`config.mk`:
```
export PLATFORM = sky130hd
export DESIGN_NAME = acd_command_unit
export DESIGN_NICKNAME = d
export VERILOG_FILES = /design/src/shared/acd_pkg.sv /design/src/shared/acd_dec_if.sv /design/src/verilog/acd_command_unit.sv /design/src/verilog/acd_decode.sv
export VERILOG_INCLUDE_DIRS = /design/src /design/src/shared
export SDC_FILE = /design/constraint.sdc
export NUM_CORES = 1
export LEC_CHECK = 0
export BUFFER_PORTS_ARGS = -buffer_cell sky130_fd_sc_hd__buf_2
export CAP_MARGIN = 20
export CORE_AREA = 2 2 69 71
export DETAILED_ROUTE_END_ITERATION = 7
export DIE_AREA = 0 0 71 73
export GPL_TIMING_DRIVEN = 0
export HOLD_SLACK_MARGIN = 0.02
export PLACE_DENSITY = 0.79
export SYNTH_ARGS = -nofsm -noshare
export SYNTH_HDL_FRONTEND = slang
export SYNTH_SLANG_ARGS = --single-unit
```
`constraint.sdc`:
```
create_clock -name CLK_SYS -period 1.8 [get_ports CLK_SYS]
set_input_delay 0.27 -clock CLK_SYS [delete_from_list [all_inputs] [get_ports CLK_SYS]]
set_output_delay 0.27 -clock CLK_SYS [all_outputs]
set_load 0.05 [all_outputs]
```
`src/shared/acd_params.svh`:
```
`ifndef ACD_PARAMS_SVH
`define ACD_PARAMS_SVH
// Command byte field positions
`define ACD_OPSEL_MSB 4
`define ACD_FIXED_BIT 5
`define ACD_SHORT_BIT 6
`define ACD_SVC_BIT 7
// Opcode values with the service bit clear
`define ACD_OP_NOP 7'h00
`define ACD_OP_SQUARE_ROOT 7'h01
`define ACD_OP_SINE 7'h02
`define ACD_OP_COSINE 7'h03
`define ACD_OP_TANGENT 7'h04
`define ACD_OP_ARCSINE 7'h05
`define ACD_OP_ARCCOSINE 7'h06
`define ACD_OP_ARCTANGENT 7'h07
`define ACD_OP_LOG_TEN 7'h08
`define ACD_OP_LOG_NAT 7'h09
`define ACD_OP_EXPONENT 7'h0A
`define ACD_OP_POWER 7'h0B
`define ACD_OP_FLOAT_ADD 7'h10
`define ACD_OP_FLOAT_SUB 7'h11
`define ACD_OP_FLOAT_MUL 7'h12
`define ACD_OP_FLOAT_DIV 7'h13
`define ACD_OP_FNEG 7'h15
`define ACD_OP_FPUSH 7'h17
`define ACD_OP_FPOP 7'h18
`define ACD_OP_FSWAP 7'h19
`define ACD_OP_PI 7'h1A
`define ACD_OP_L2F 7'h1C
`define ACD_OP_S2F 7'h1D
`define ACD_OP_F2L 7'h1E
`define ACD_OP_LADD 7'h2C
`define ACD_OP_LSUB 7'h2D
`define ACD_OP_LMULL 7'h2E
`define ACD_OP_LDIV 7'h2F
`define ACD_OP_LNEG 7'h34
`define ACD_OP_LMULH 7'h36
`define ACD_OP_LPUSH 7'h37
`define ACD_OP_LPOP 7'h38
`define ACD_OP_LSWAP 7'h39
// Flag mask bit positions: sign, zero, overflow, carry, error
`define ACD_FL_S 0
`define ACD_FL_Z 1
`define ACD_FL_O 2
`define ACD_FL_C 3
`define ACD_FL_E 4
// Default execution time in clocks for every command
`define ACD_EXEC_CYCLES 8'h08
`endif

```
`src/shared/acd_pkg.sv`:
```
package acd_pkg;
    // Stack slot source after a command
    typedef enum logic [2:0] {
        ACD_SRC_A = 3'h0,
        ACD_SRC_B = 3'h1,
        ACD_SRC_C = 3'h2,
        ACD_SRC_D = 3'h3,
        ACD_SRC_R = 3'h4,
        ACD_SRC_U = 3'h5
    } acd_src_e;
    // Operation class
    typedef enum logic [2:0] {
        ACD_CL_NONE = 3'h0,
        ACD_CL_FLOAT = 3'h1,
        ACD_CL_FUNC = 3'h2,
        ACD_CL_CONV = 3'h3,
        ACD_CL_LONG = 3'h4,
        ACD_CL_STACK = 3'h5
    } acd_class_e;
    // Full decode result
    typedef struct packed {
        logic legal;
        acd_class_e op_class;
        logic fixed;
        logic short_int;
        logic service;
        logic [4:0] flag_mask;
        acd_src_e [3:0] stack_map;
    } acd_dec_s;
    // Controller states, one-hot
    typedef enum logic [1:0] {
        ACD_ST_IDLE = 2'b01,
        ACD_ST_BUSY = 2'b10
    } acd_state_e;
endpackage

```
`src/shared/acd_dec_if.sv`:
```
`timescale 1ns/1ps
`default_nettype none
interface acd_dec_if;
    import acd_pkg::*;
    logic [7:0] cmd; // Command byte to decode
    acd_dec_s dec; // Decoded result
    modport ctrl (output cmd, input dec);
    modport dcd (input cmd, output dec);
endinterface
`default_nettype wire

```
`src/verilog/acd_command_unit.sv`:
```
`timescale 1ns/1ps
`default_nettype none
`include "acd_params.svh"
// Summary of operation
// - Each command is one byte, fully decoded
// - Bits zero to six select the operation
// - Bit five set means fixed point
// - Bit six picks 16 or 32 bit
// - Bit seven set raises service request at end
// - Request held until acknowledge or clean command
// - Bit seven clear keeps service request low
// - Float add, subtract, multiply, divide decoded
// - Single-operand float functions and power decoded
// - Error flag reported by most functions; sine, cosine, arctangent omit it
// - Integer to float conversions decoded
// - Float to long integer conversion decoded
// - Long add, subtract, divide decoded
// - Long multiply low and high decoded
// - Service bit never changes selected operation
// - Done output low at end, cleared on access
// - Ready low for accesses while executing
module acd_command_unit
    import acd_pkg::*;
(
    // Clock and reset
    input wire logic CLK_SYS,
    input wire logic RST,
    // Host strobes, held until READY is seen high
    input wire logic CMD_WR,
    input wire logic [7:0] CMD_BYTE,
    input wire logic DATA_RD,
    input wire logic DATA_WR,
    // Acknowledge inputs, active low
    input wire logic SERVICE_ACK_IN_N,
    input wire logic DONE_ACK_IN_N,
    // Handshake and status outputs
    output logic READY,
    output logic BUSY,
    output logic SERVICE_REQUEST_OUT,
    output logic DONE_N,
    // Decoded command of the executing operation
    output logic CMD_LEGAL,
    output logic [2:0] CMD_CLASS,
    output logic CMD_FIXED,
    output logic CMD_SHORT,
    output logic [4:0] CMD_FLAG_MASK,
    output logic [11:0] CMD_STACK_MAP
);
    acd_dec_if dif (); // Link to the decoder

    // ********************************************
    // State
    // ********************************************
    acd_state_e state; // Controller state
    acd_state_e next_state;
    logic [7:0] cycles; // Execution countdown
    logic [7:0] next_cycles;
    logic svc_pend; // Bit seven of executing command
    logic next_svc_pend;
    logic svc_req; // Service request flop
    logic next_svc_req;
    logic done_n; // Completion output flop
    logic next_done_n;
    acd_dec_s dec_q; // Latched decode
    acd_dec_s next_dec_q;
    logic finish; // Last busy cycle
    logic access; // Any host access this cycle

    acd_decode u_dec (
        .bus(dif)
    );

    assign dif.cmd = CMD_BYTE;
    assign finish = (state == ACD_ST_BUSY) && (cycles == 8'h01);
    assign access = CMD_WR | DATA_RD | DATA_WR;

    // ********************************************
    // Next-state logic
    // ********************************************
    always_comb begin
        next_state = state;
        next_cycles = cycles;
        next_svc_pend = svc_pend;
        next_svc_req = svc_req;
        next_done_n = done_n;
        next_dec_q = dec_q;
        unique case (state)
            ACD_ST_IDLE: begin
                // Accept a command only while idle
                if (CMD_WR) begin
                    next_state = ACD_ST_BUSY;
                    next_cycles = `ACD_EXEC_CYCLES;
                    next_svc_pend = CMD_BYTE[`ACD_SVC_BIT];
                    next_dec_q = dif.dec;
                end
            end
            ACD_ST_BUSY: begin
                // Count down; host accesses stall meanwhile
                next_cycles = cycles - 8'h01;
                if (finish) begin
                    next_state = ACD_ST_IDLE;
                end
            end
            default: begin
                next_state = ACD_ST_IDLE;
            end
        endcase
        // Clearing: acknowledge low drops the request
        if (!SERVICE_ACK_IN_N) begin
            next_svc_req = 1'b0;
        end
        // Completion decides from its own command's bit seven
        if (finish) begin
            next_svc_req = svc_pend;
        end
        // Done clears on ack or access; set on finish wins
        if (!DONE_ACK_IN_N || (access && state == ACD_ST_IDLE)) begin
            next_done_n = 1'b1;
        end
        if (finish) begin
            next_done_n = 1'b0;
        end
    end

    // ********************************************
    // Registers
    // ********************************************
    always_ff @(posedge CLK_SYS) begin
        if (RST) begin
            state <= ACD_ST_IDLE;
            cycles <= 8'h00;
            svc_pend <= 1'b0;
            svc_req <= 1'b0;
            done_n <= 1'b1;
            dec_q <= '0;
        end else begin
            state <= next_state;
            cycles <= next_cycles;
            svc_pend <= next_svc_pend;
            svc_req <= next_svc_req;
            done_n <= next_done_n;
            dec_q <= next_dec_q;
        end
    end

    // ********************************************
    // Outputs
    // ********************************************
    // Ready drops only while an access waits on execution
    assign READY = !(access && state == ACD_ST_BUSY);
    assign BUSY = (state == ACD_ST_BUSY);
    assign SERVICE_REQUEST_OUT = svc_req;
    assign DONE_N = done_n;
    assign CMD_LEGAL = dec_q.legal;
    assign CMD_CLASS = dec_q.op_class;
    assign CMD_FIXED = dec_q.fixed;
    assign CMD_SHORT = dec_q.short_int;
    assign CMD_FLAG_MASK = dec_q.flag_mask;
    assign CMD_STACK_MAP = dec_q.stack_map;
endmodule
`default_nettype wire

```
`src/verilog/acd_decode.sv`:
```
`timescale 1ns/1ps
`default_nettype none
`include "acd_params.svh"
module acd_decode
    import acd_pkg::*;
(
    // Command in, decode out
    acd_dec_if.dcd bus
);
    logic [6:0] op; // Opcode with service bit stripped
    logic [4:0] s_z; // Sign and zero mask
    logic [4:0] s_z_e; // Sign, zero, error
    logic [4:0] s_z_o; // Sign, zero, overflow

    assign s_z = 5'h03;
    assign s_z_e = 5'h13;
    assign s_z_o = 5'h07;

    // ********************************************
    // Opcode table
    // ********************************************
    always_comb begin
        op = bus.cmd[`ACD_SHORT_BIT:0];
        bus.dec = '0;
        bus.dec.fixed = bus.cmd[`ACD_FIXED_BIT];
        bus.dec.short_int = bus.cmd[`ACD_SHORT_BIT];
        bus.dec.service = bus.cmd[`ACD_SVC_BIT];
        bus.dec.legal = 1'b1;
        bus.dec.stack_map = {ACD_SRC_D, ACD_SRC_C, ACD_SRC_B, ACD_SRC_A};
        // Whole operation chosen from one byte; bits 0-6 select
        unique case (op)
            `ACD_OP_NOP: begin
                bus.dec.op_class = ACD_CL_NONE;
            end
            `ACD_OP_SINE, `ACD_OP_COSINE, `ACD_OP_ARCTANGENT: begin
                bus.dec.op_class = ACD_CL_FUNC;
                bus.dec.flag_mask = s_z;
                bus.dec.stack_map = {ACD_SRC_U, ACD_SRC_U, ACD_SRC_B,
                    ACD_SRC_R};
            end
            `ACD_OP_SQUARE_ROOT: begin
                bus.dec.op_class = ACD_CL_FUNC;
                bus.dec.flag_mask = s_z_e;
                bus.dec.stack_map = {ACD_SRC_U, ACD_SRC_C, ACD_SRC_B,
                    ACD_SRC_R};
            end
            `ACD_OP_ARCSINE, `ACD_OP_ARCCOSINE: begin
                bus.dec.op_class = ACD_CL_FUNC;
                bus.dec.flag_mask = s_z_e;
                bus.dec.stack_map = {ACD_SRC_U, ACD_SRC_U, ACD_SRC_U,
                    ACD_SRC_R};
            end
            `ACD_OP_TANGENT, `ACD_OP_LOG_TEN, `ACD_OP_LOG_NAT,
            `ACD_OP_EXPONENT: begin
                bus.dec.op_class = ACD_CL_FUNC;
                bus.dec.flag_mask = s_z_e;
                bus.dec.stack_map = {ACD_SRC_U, ACD_SRC_U, ACD_SRC_B,
                    ACD_SRC_R};
            end
            `ACD_OP_POWER: begin
                bus.dec.op_class = ACD_CL_FUNC;
                bus.dec.flag_mask = s_z_e;
                bus.dec.stack_map = {ACD_SRC_U, ACD_SRC_U, ACD_SRC_C,
                    ACD_SRC_R};
            end
            `ACD_OP_FLOAT_ADD, `ACD_OP_FLOAT_SUB, `ACD_OP_FLOAT_MUL,
            `ACD_OP_FLOAT_DIV: begin
                bus.dec.op_class = ACD_CL_FLOAT;
                bus.dec.flag_mask = s_z_e;
                bus.dec.stack_map = {ACD_SRC_U, ACD_SRC_D, ACD_SRC_C,
                    ACD_SRC_R};
            end
            `ACD_OP_L2F, `ACD_OP_S2F: begin
                bus.dec.op_class = ACD_CL_CONV;
                bus.dec.flag_mask = s_z;
                bus.dec.stack_map = {ACD_SRC_U, ACD_SRC_C, ACD_SRC_B,
                    ACD_SRC_R};
            end
            `ACD_OP_F2L: begin
                bus.dec.op_class = ACD_CL_CONV;
                bus.dec.flag_mask = s_z_o;
                bus.dec.stack_map = {ACD_SRC_U, ACD_SRC_C, ACD_SRC_B,
                    ACD_SRC_R};
            end
            `ACD_OP_LADD: begin
                bus.dec.op_class = ACD_CL_LONG;
                bus.dec.flag_mask = 5'h1B;
                bus.dec.stack_map = {ACD_SRC_A, ACD_SRC_D, ACD_SRC_C,
                    ACD_SRC_R};
            end
            `ACD_OP_LSUB: begin
                bus.dec.op_class = ACD_CL_LONG;
                bus.dec.flag_mask = 5'h0F;
                bus.dec.stack_map = {ACD_SRC_A, ACD_SRC_D, ACD_SRC_C,
                    ACD_SRC_R};
            end
            `ACD_OP_LDIV: begin
                bus.dec.op_class = ACD_CL_LONG;
                bus.dec.flag_mask = s_z_e;
                bus.dec.stack_map = {ACD_SRC_U, ACD_SRC_D, ACD_SRC_C,
                    ACD_SRC_R};
            end
            `ACD_OP_LMULL, `ACD_OP_LMULH: begin
                bus.dec.op_class = ACD_CL_LONG;
                bus.dec.flag_mask = s_z_o;
                bus.dec.stack_map = {ACD_SRC_U, ACD_SRC_D, ACD_SRC_C,
                    ACD_SRC_R};
            end
            `ACD_OP_FNEG, `ACD_OP_LNEG: begin
                bus.dec.op_class = ACD_CL_STACK;
                bus.dec.flag_mask = (op == `ACD_OP_LNEG) ? s_z_o : s_z;
                bus.dec.stack_map = {ACD_SRC_D, ACD_SRC_C, ACD_SRC_B,
                    ACD_SRC_R};
            end
            `ACD_OP_FPUSH, `ACD_OP_LPUSH: begin
                bus.dec.op_class = ACD_CL_STACK;
                bus.dec.flag_mask = s_z;
                bus.dec.stack_map = {ACD_SRC_C, ACD_SRC_B, ACD_SRC_A,
                    ACD_SRC_A};
            end
            `ACD_OP_FPOP, `ACD_OP_LPOP: begin
                bus.dec.op_class = ACD_CL_STACK;
                bus.dec.flag_mask = s_z;
                bus.dec.stack_map = {ACD_SRC_A, ACD_SRC_D, ACD_SRC_C,
                    ACD_SRC_B};
            end
            `ACD_OP_FSWAP, `ACD_OP_LSWAP: begin
                bus.dec.op_class = ACD_CL_STACK;
                bus.dec.flag_mask = s_z;
                bus.dec.stack_map = {ACD_SRC_D, ACD_SRC_C, ACD_SRC_A,
                    ACD_SRC_B};
            end
            `ACD_OP_PI: begin
                bus.dec.op_class = ACD_CL_STACK;
                bus.dec.flag_mask = s_z;
                bus.dec.stack_map = {ACD_SRC_C, ACD_SRC_B, ACD_SRC_A,
                    ACD_SRC_R};
            end
            // Anything else has no defined result; flagged illegal
            default: begin
                bus.dec.legal = 1'b0;
            end
        endcase
    end
endmodule
`default_nettype wire
```
Word-level counts from Yosys, hierarchy flattened
Cells that the tools add are included.

Add/subtract/negate cells: 1. Equal/unequal tests: 38. Muxes and demuxes: 13. Bitwise logic cells: 2. Reduce and logical (&&, ||, !) cells: 28.

Operators with widths (number): 17-bit case mux with 16 select lines (1); 7-bit by 5-bit equality test with 1-bit output (second input constant) (12); 7-bit by 6-bit equality test with 1-bit output (second input constant) (9); 33-bit OR reduction (1); 7-bit by 3-bit equality test with 1-bit output (second input constant) (4); 7-bit by 4-bit equality test with 1-bit output (second input constant) (4); 8-bit case mux with 2 select lines (1); 3-bit case mux with 5 select lines (1); 7-bit by 2-bit equality test with 1-bit output (second input constant) (2); 2-bit OR reduction (7); 11-bit OR reduction (1); 5-bit OR reduction (2); 9-bit OR reduction (1); 8-bit by 1-bit equality test with 1-bit output (second input constant) (1); 8-bit two-way mux (1); 4-bit OR reduction (2); 8-bit by 1-bit subtractor with 8-bit output (second input constant) (1); 7-bit by 1-bit equality test with 1-bit output (second input constant) (1); 7-bit logical NOT (1); 2-bit AND reduction (3); 3-bit OR reduction (2); 1-bit two-way mux (5); 2-bit two-way mux (2); 2-bit by 1-bit inequality test with 1-bit output (second input constant) (2); 10 further kinds (15).

Bits in registers: 36. Bits of input ports: 15. Output and inout port bits: 27. Logic and storage cells: 96.

Logic depth before layout (Yosys ltp)
Word-level depth: 6. Mapped depth: 7. Gate-level depth less buffers: 6.

Modules after synthesis
Synthesis repeated with hierarchy kept, for this count alone.

Cells, all modules: 292. Area, all modules: 2234.6 µm².

Modules (own cells, without submodules): acd_command_unit (instances 1, cells each 174, area each 1433.9 µm², seq. area each 720.7 µm²); acd_decode (instances 1, cells each 118, area each 800.8 µm², seq. area each 0.0 µm²).

Worst setup path before layout
OpenSTA, ideal clock, no wires.

Kind: flip-flop to flip-flop. Start: reg cycles[3]. End: reg done_n, in the netlist DONE_N. Library setup time: 0.120 ns. Arrival time: 1.783 ns. Path slack: -0.103 ns. Cell stages (with the launch flop): 6. Path buffers: 0. Cells stage by stage: dfxtp_1 > or4_4 > or4b_4 > o21ai_2 > a21oi_1 > or2_1.

Cells in the longest elaborated chain, start to end: 3. Elaborated cells between the ends (all ways): 4. Those cells by class: eq/ne: 1; mux: 1; reduce/logical: 2.

RTL lines: start: declaration (RTL line acd_command_unit.sv:56) `logic [7:0] cycles;`; start signal: assignment (RTL line acd_command_unit.sv:138) `cycles <= next_cycles;`; 8-bit by 1-bit equality test with 1-bit output * (RTL line acd_command_unit.sv:74) `assign finish = (state == ACD_ST_BUSY) && (cycles == 8'h01);`; 1-bit logical AND * (RTL line acd_command_unit.sv:74); 1-bit two-way mux or 2-bit nonzero test (tied branches); end signal: assignment (RTL line acd_command_unit.sv:141) `done_n <= next_done_n;`; end: declaration (RTL line acd_command_unit.sv:62) `logic done_n;`.

Every way passes the cells marked *; elsewhere a longest branch is shown, timed or not. A chain may end at the register's enable or synchronous reset.

Final worst setup path
Start: reg cycles[4]. End: reg done_n, in the netlist DONE_N.

The elaborated chain is that of the path after synthesis.

==> out/qor.txt <==
syn_nets - 304
status - finished, violations left
Inserted Clock Buffers - 5
Seq/Total Area, Yosys - 0.321
Hold WS - 0.235 ns
internal power - 0.00125 W
largest net degree at the start of global routing - 11
Slew HR - 0.593
Initial DRT Pass Iterations - 4
post-detail-place hpwl - 4590 microns
Sw Share - 0.342
Tightest Pin Transition - 0.608 ns
Synth area leader - dfxtp_1
most common cell after layout, fill and taps aside - buf_2
CTS root buffer - clkbuf_8
Max stage delay on crit path - 0.56 ns
CP delay by family, top - simple AND/OR/NAND/NOR gates
PnR worst setup slack - -0.144 ns
CTS max path bufs - 2
worst-path cell chain - or4_4, or4b_4, o21ai_2, a21oi_1, or2_1
htree depth - 2
largest family of logic cells by synthesized area - simple AND/OR/NAND/NOR gates
CP Class - flip-flop to flip-flop
unrepaired setup endpoints after global routing - true
Synth Flop Type - dfxtp_1
Multi-input gate area - 1330 sq um
Worst Setup SP - cycles[4]$_SDFFE_PP0P_
CP Capture Type - flip-flop
grt ovf - 0
Post-Synth Adder-Cell Area - 0.0118
Yosys cell types - 57
max-slew violations - 0
CTS tree - yes
Fill cells - 434
total net switching power - 0.000649 W
residual DRC count - 0
Hold WC Path Type - input pin to flip-flop
Simple-Gate Fraction of Synth Area - 0.309
failing checks - negative setup slack
initial antenna violation count - 0
share of layout cells above drive strength 1 - 0.228
total power - 0.00190 W
GRT Total Usage - 0.246
Lkg Pwr - 0.991 nW
register area - 684 sq um
vias per cell - 5.92
hold path start - CMD_BYTE[7]
commonest non-fill, non-tap cells in the layout - 40 x buf_2, 31 x dfxtp_1, 28 x a21oi_1, 28 x nor2_1, 26 x nand2_1
Routed wire per std cell - 15.9 microns
number of synthesized register bits - 34
DIE AREA - 5180 sq um
CP max FO - 3
Hold Vio Cnt, Final - 0
fmax - 514 MHz
ys async rst share - 0
Worst-path clk slew - 0.06 ns
crit share post-route - 1.08
Clock power frac - 0.289
first-pass GRT wire length - 10,100 microns
R2R Setup Slk - -0.14 ns
Setup Viol. Count Final - 5
xor and xnor area share after synthesis - 0.0165
n_diodes - 0
PortBufs - 37
Final ANT Viol Nets - 0
worst r2r src - cycles[4]$_SDFFE_PP0P_
slowest stage cell, crit path - or4b_4
multiplexer share of the synthesized area - 0.0100
worst slack, placed - -0.403 ns
Iter 0 DRT Violations - 121
MaxCap Viol Count - 0
arrival time at the worst endpoint - 2.11 ns
Clk Latency, worst-skew pair - 0.28 ns
Post-Syn Area - 2120 sq um
minimum clock period - 1.94 ns
via count - 2,292
Ys Warns - 0
Rows - 25
utilization after layout - 0.556
Post-Syn Instances - 287
core area - 4540 sq um
critical path data required time - 1.97 ns
Ports - 42
Die Width - 71 microns
type of origin of the critical path - flip-flop
vias in the first global route - 2,139
Die Y-Extent - 73 microns
CP Buf/Inv Count - 0
Gate power share - 0.277
Layout area overhead - 18.8%
clk sinks - 34
Post-synth EDFFs - 0
Final Skew - 0.00653 ns
Power Density - 753 nW/um^2
synth top area cells - dfxtp_1 32%, a21oi_1 6.6%, nor2_1 5.1%
Initial Utilization - 0.468
area share of the largest cell type after synthesis - 0.321
Compound-Gate Fraction of Synth Area - 0.267
synthesized area per cell - 7.39 sq um
maximum vdd ir drop - 321 uV
Post-Route WL - 6150 microns
Seq pwr share - 0.434
GPL Wtd Cong - 0.980
# nets final - 351
## state kept, by name, indices dropped and copies added, names as in the netlist
signal,count
state,2
CMD_FIXED,1
CMD_CLASS,3
DONE_N,1
CMD_SHORT,1
CMD_STACK_MAP,11
cycles,8
svc_pend,1
CMD_LEGAL,1
CMD_FLAG_MASK,4
SERVICE_REQUEST_OUT,1
## synthesized netlist by cell type, drive strengths merged, types with 5 or more instances
cell type	number
dfxtp	34
nand2	26
nor2b	11
nand2b	6
a211oi	8
o211ai	6
nand3	7
or4	5
or3	5
a31oi	5
nor3	17
o21ai	9
nor2	29
inv	8
a21oi	28
buf	10
clkbuf	15
## layout make-up
class                           instances  share of cell area
Timing Repair Buffer                   40              0.0839
Inverter                                8              0.0134
Buffer                                 25              0.0457
Clock buffer                            6              0.0328
Tap cell                               54              0.0268
Sequential cell                        34               0.271
Multi-Input combinational cell        220               0.526
## repair_timing
action / 4_1_cts / 5_1_grt
gates resized for setup: 4 / 12
endpoints found under the setup margin: 9 / 32
hold buffers: 0 / 0
gates cloned: 0 / 0
buffers inserted: 2 / 1
pin swaps: 3 / 2
## per-stage QoR
| step | instances | TNS [ns] | cell area [sq um] |
|---|---|---|---|
| 6_report | 387 | -0.324 | 2520 |
| 5_1_grt | 387 | -1.24 | 2520 |
| 4_1_cts | 386 | -0.396 | 2490 |
| 3_5_place_dp | 378 | -3.52 | 2380 |
| 3_3_place_gp | 378 | -3.79 | 2380 |
| 2_1_floorplan | 287 | -0.0911 | 2130 |
## kinds of logic (layout without fill, tap and decap cells)
family / Yosys count / after routing
and+or+nand+nor: 126 / 126
AOI/OAI and AO/OA: 85 / 85
DFF: 34 / 34
buffers and inverters: 33 / 79
xor gates and xnor gates: 4 / 4
adders and majority gates: 2 / 2
muxes: 2 / 2
other: 1 / 1
## power by group through the flow
stage,Combinational [W],Clock [W],Sequential [W]
global route,0.000567,0.000589,0.000829
CTS,0.000515,0.000556,0.000824
global placement,0.000505,0,0.000838
floorplan,0.000272,0,0.000945
finish,0.000526,0.000550,0.000824
detailed placement,0.000508,0,0.000841
## worst min-delay path: stages
cell	delay [ns]
buf_2	0.10
nand2_1	0.05
a21oi_1	0.05
## worst paths after layout
kind,endpoint,depth (start not counted)
setup / recovery,DONE_N$_SDFFE_PP1P_,5
hold / removal,svc_pend$_SDFFE_PP0P_,3
setup reg to reg,DONE_N$_SDFFE_PP1P_,5
hold reg to reg,CMD_STACK_MAP[5]$_SDFFE_PP0P_,2
## metal layers
metal,vias to the layer above,global-route usage,wire (microns)
met3,12,0.0539,447
met1,1054,0.292,2600
met2,95,0.426,3000
met5,-,0,0
met4,0,0.115,104
li1,1131,-,-
Note: power is estimated with default switching activity, not from simulation.
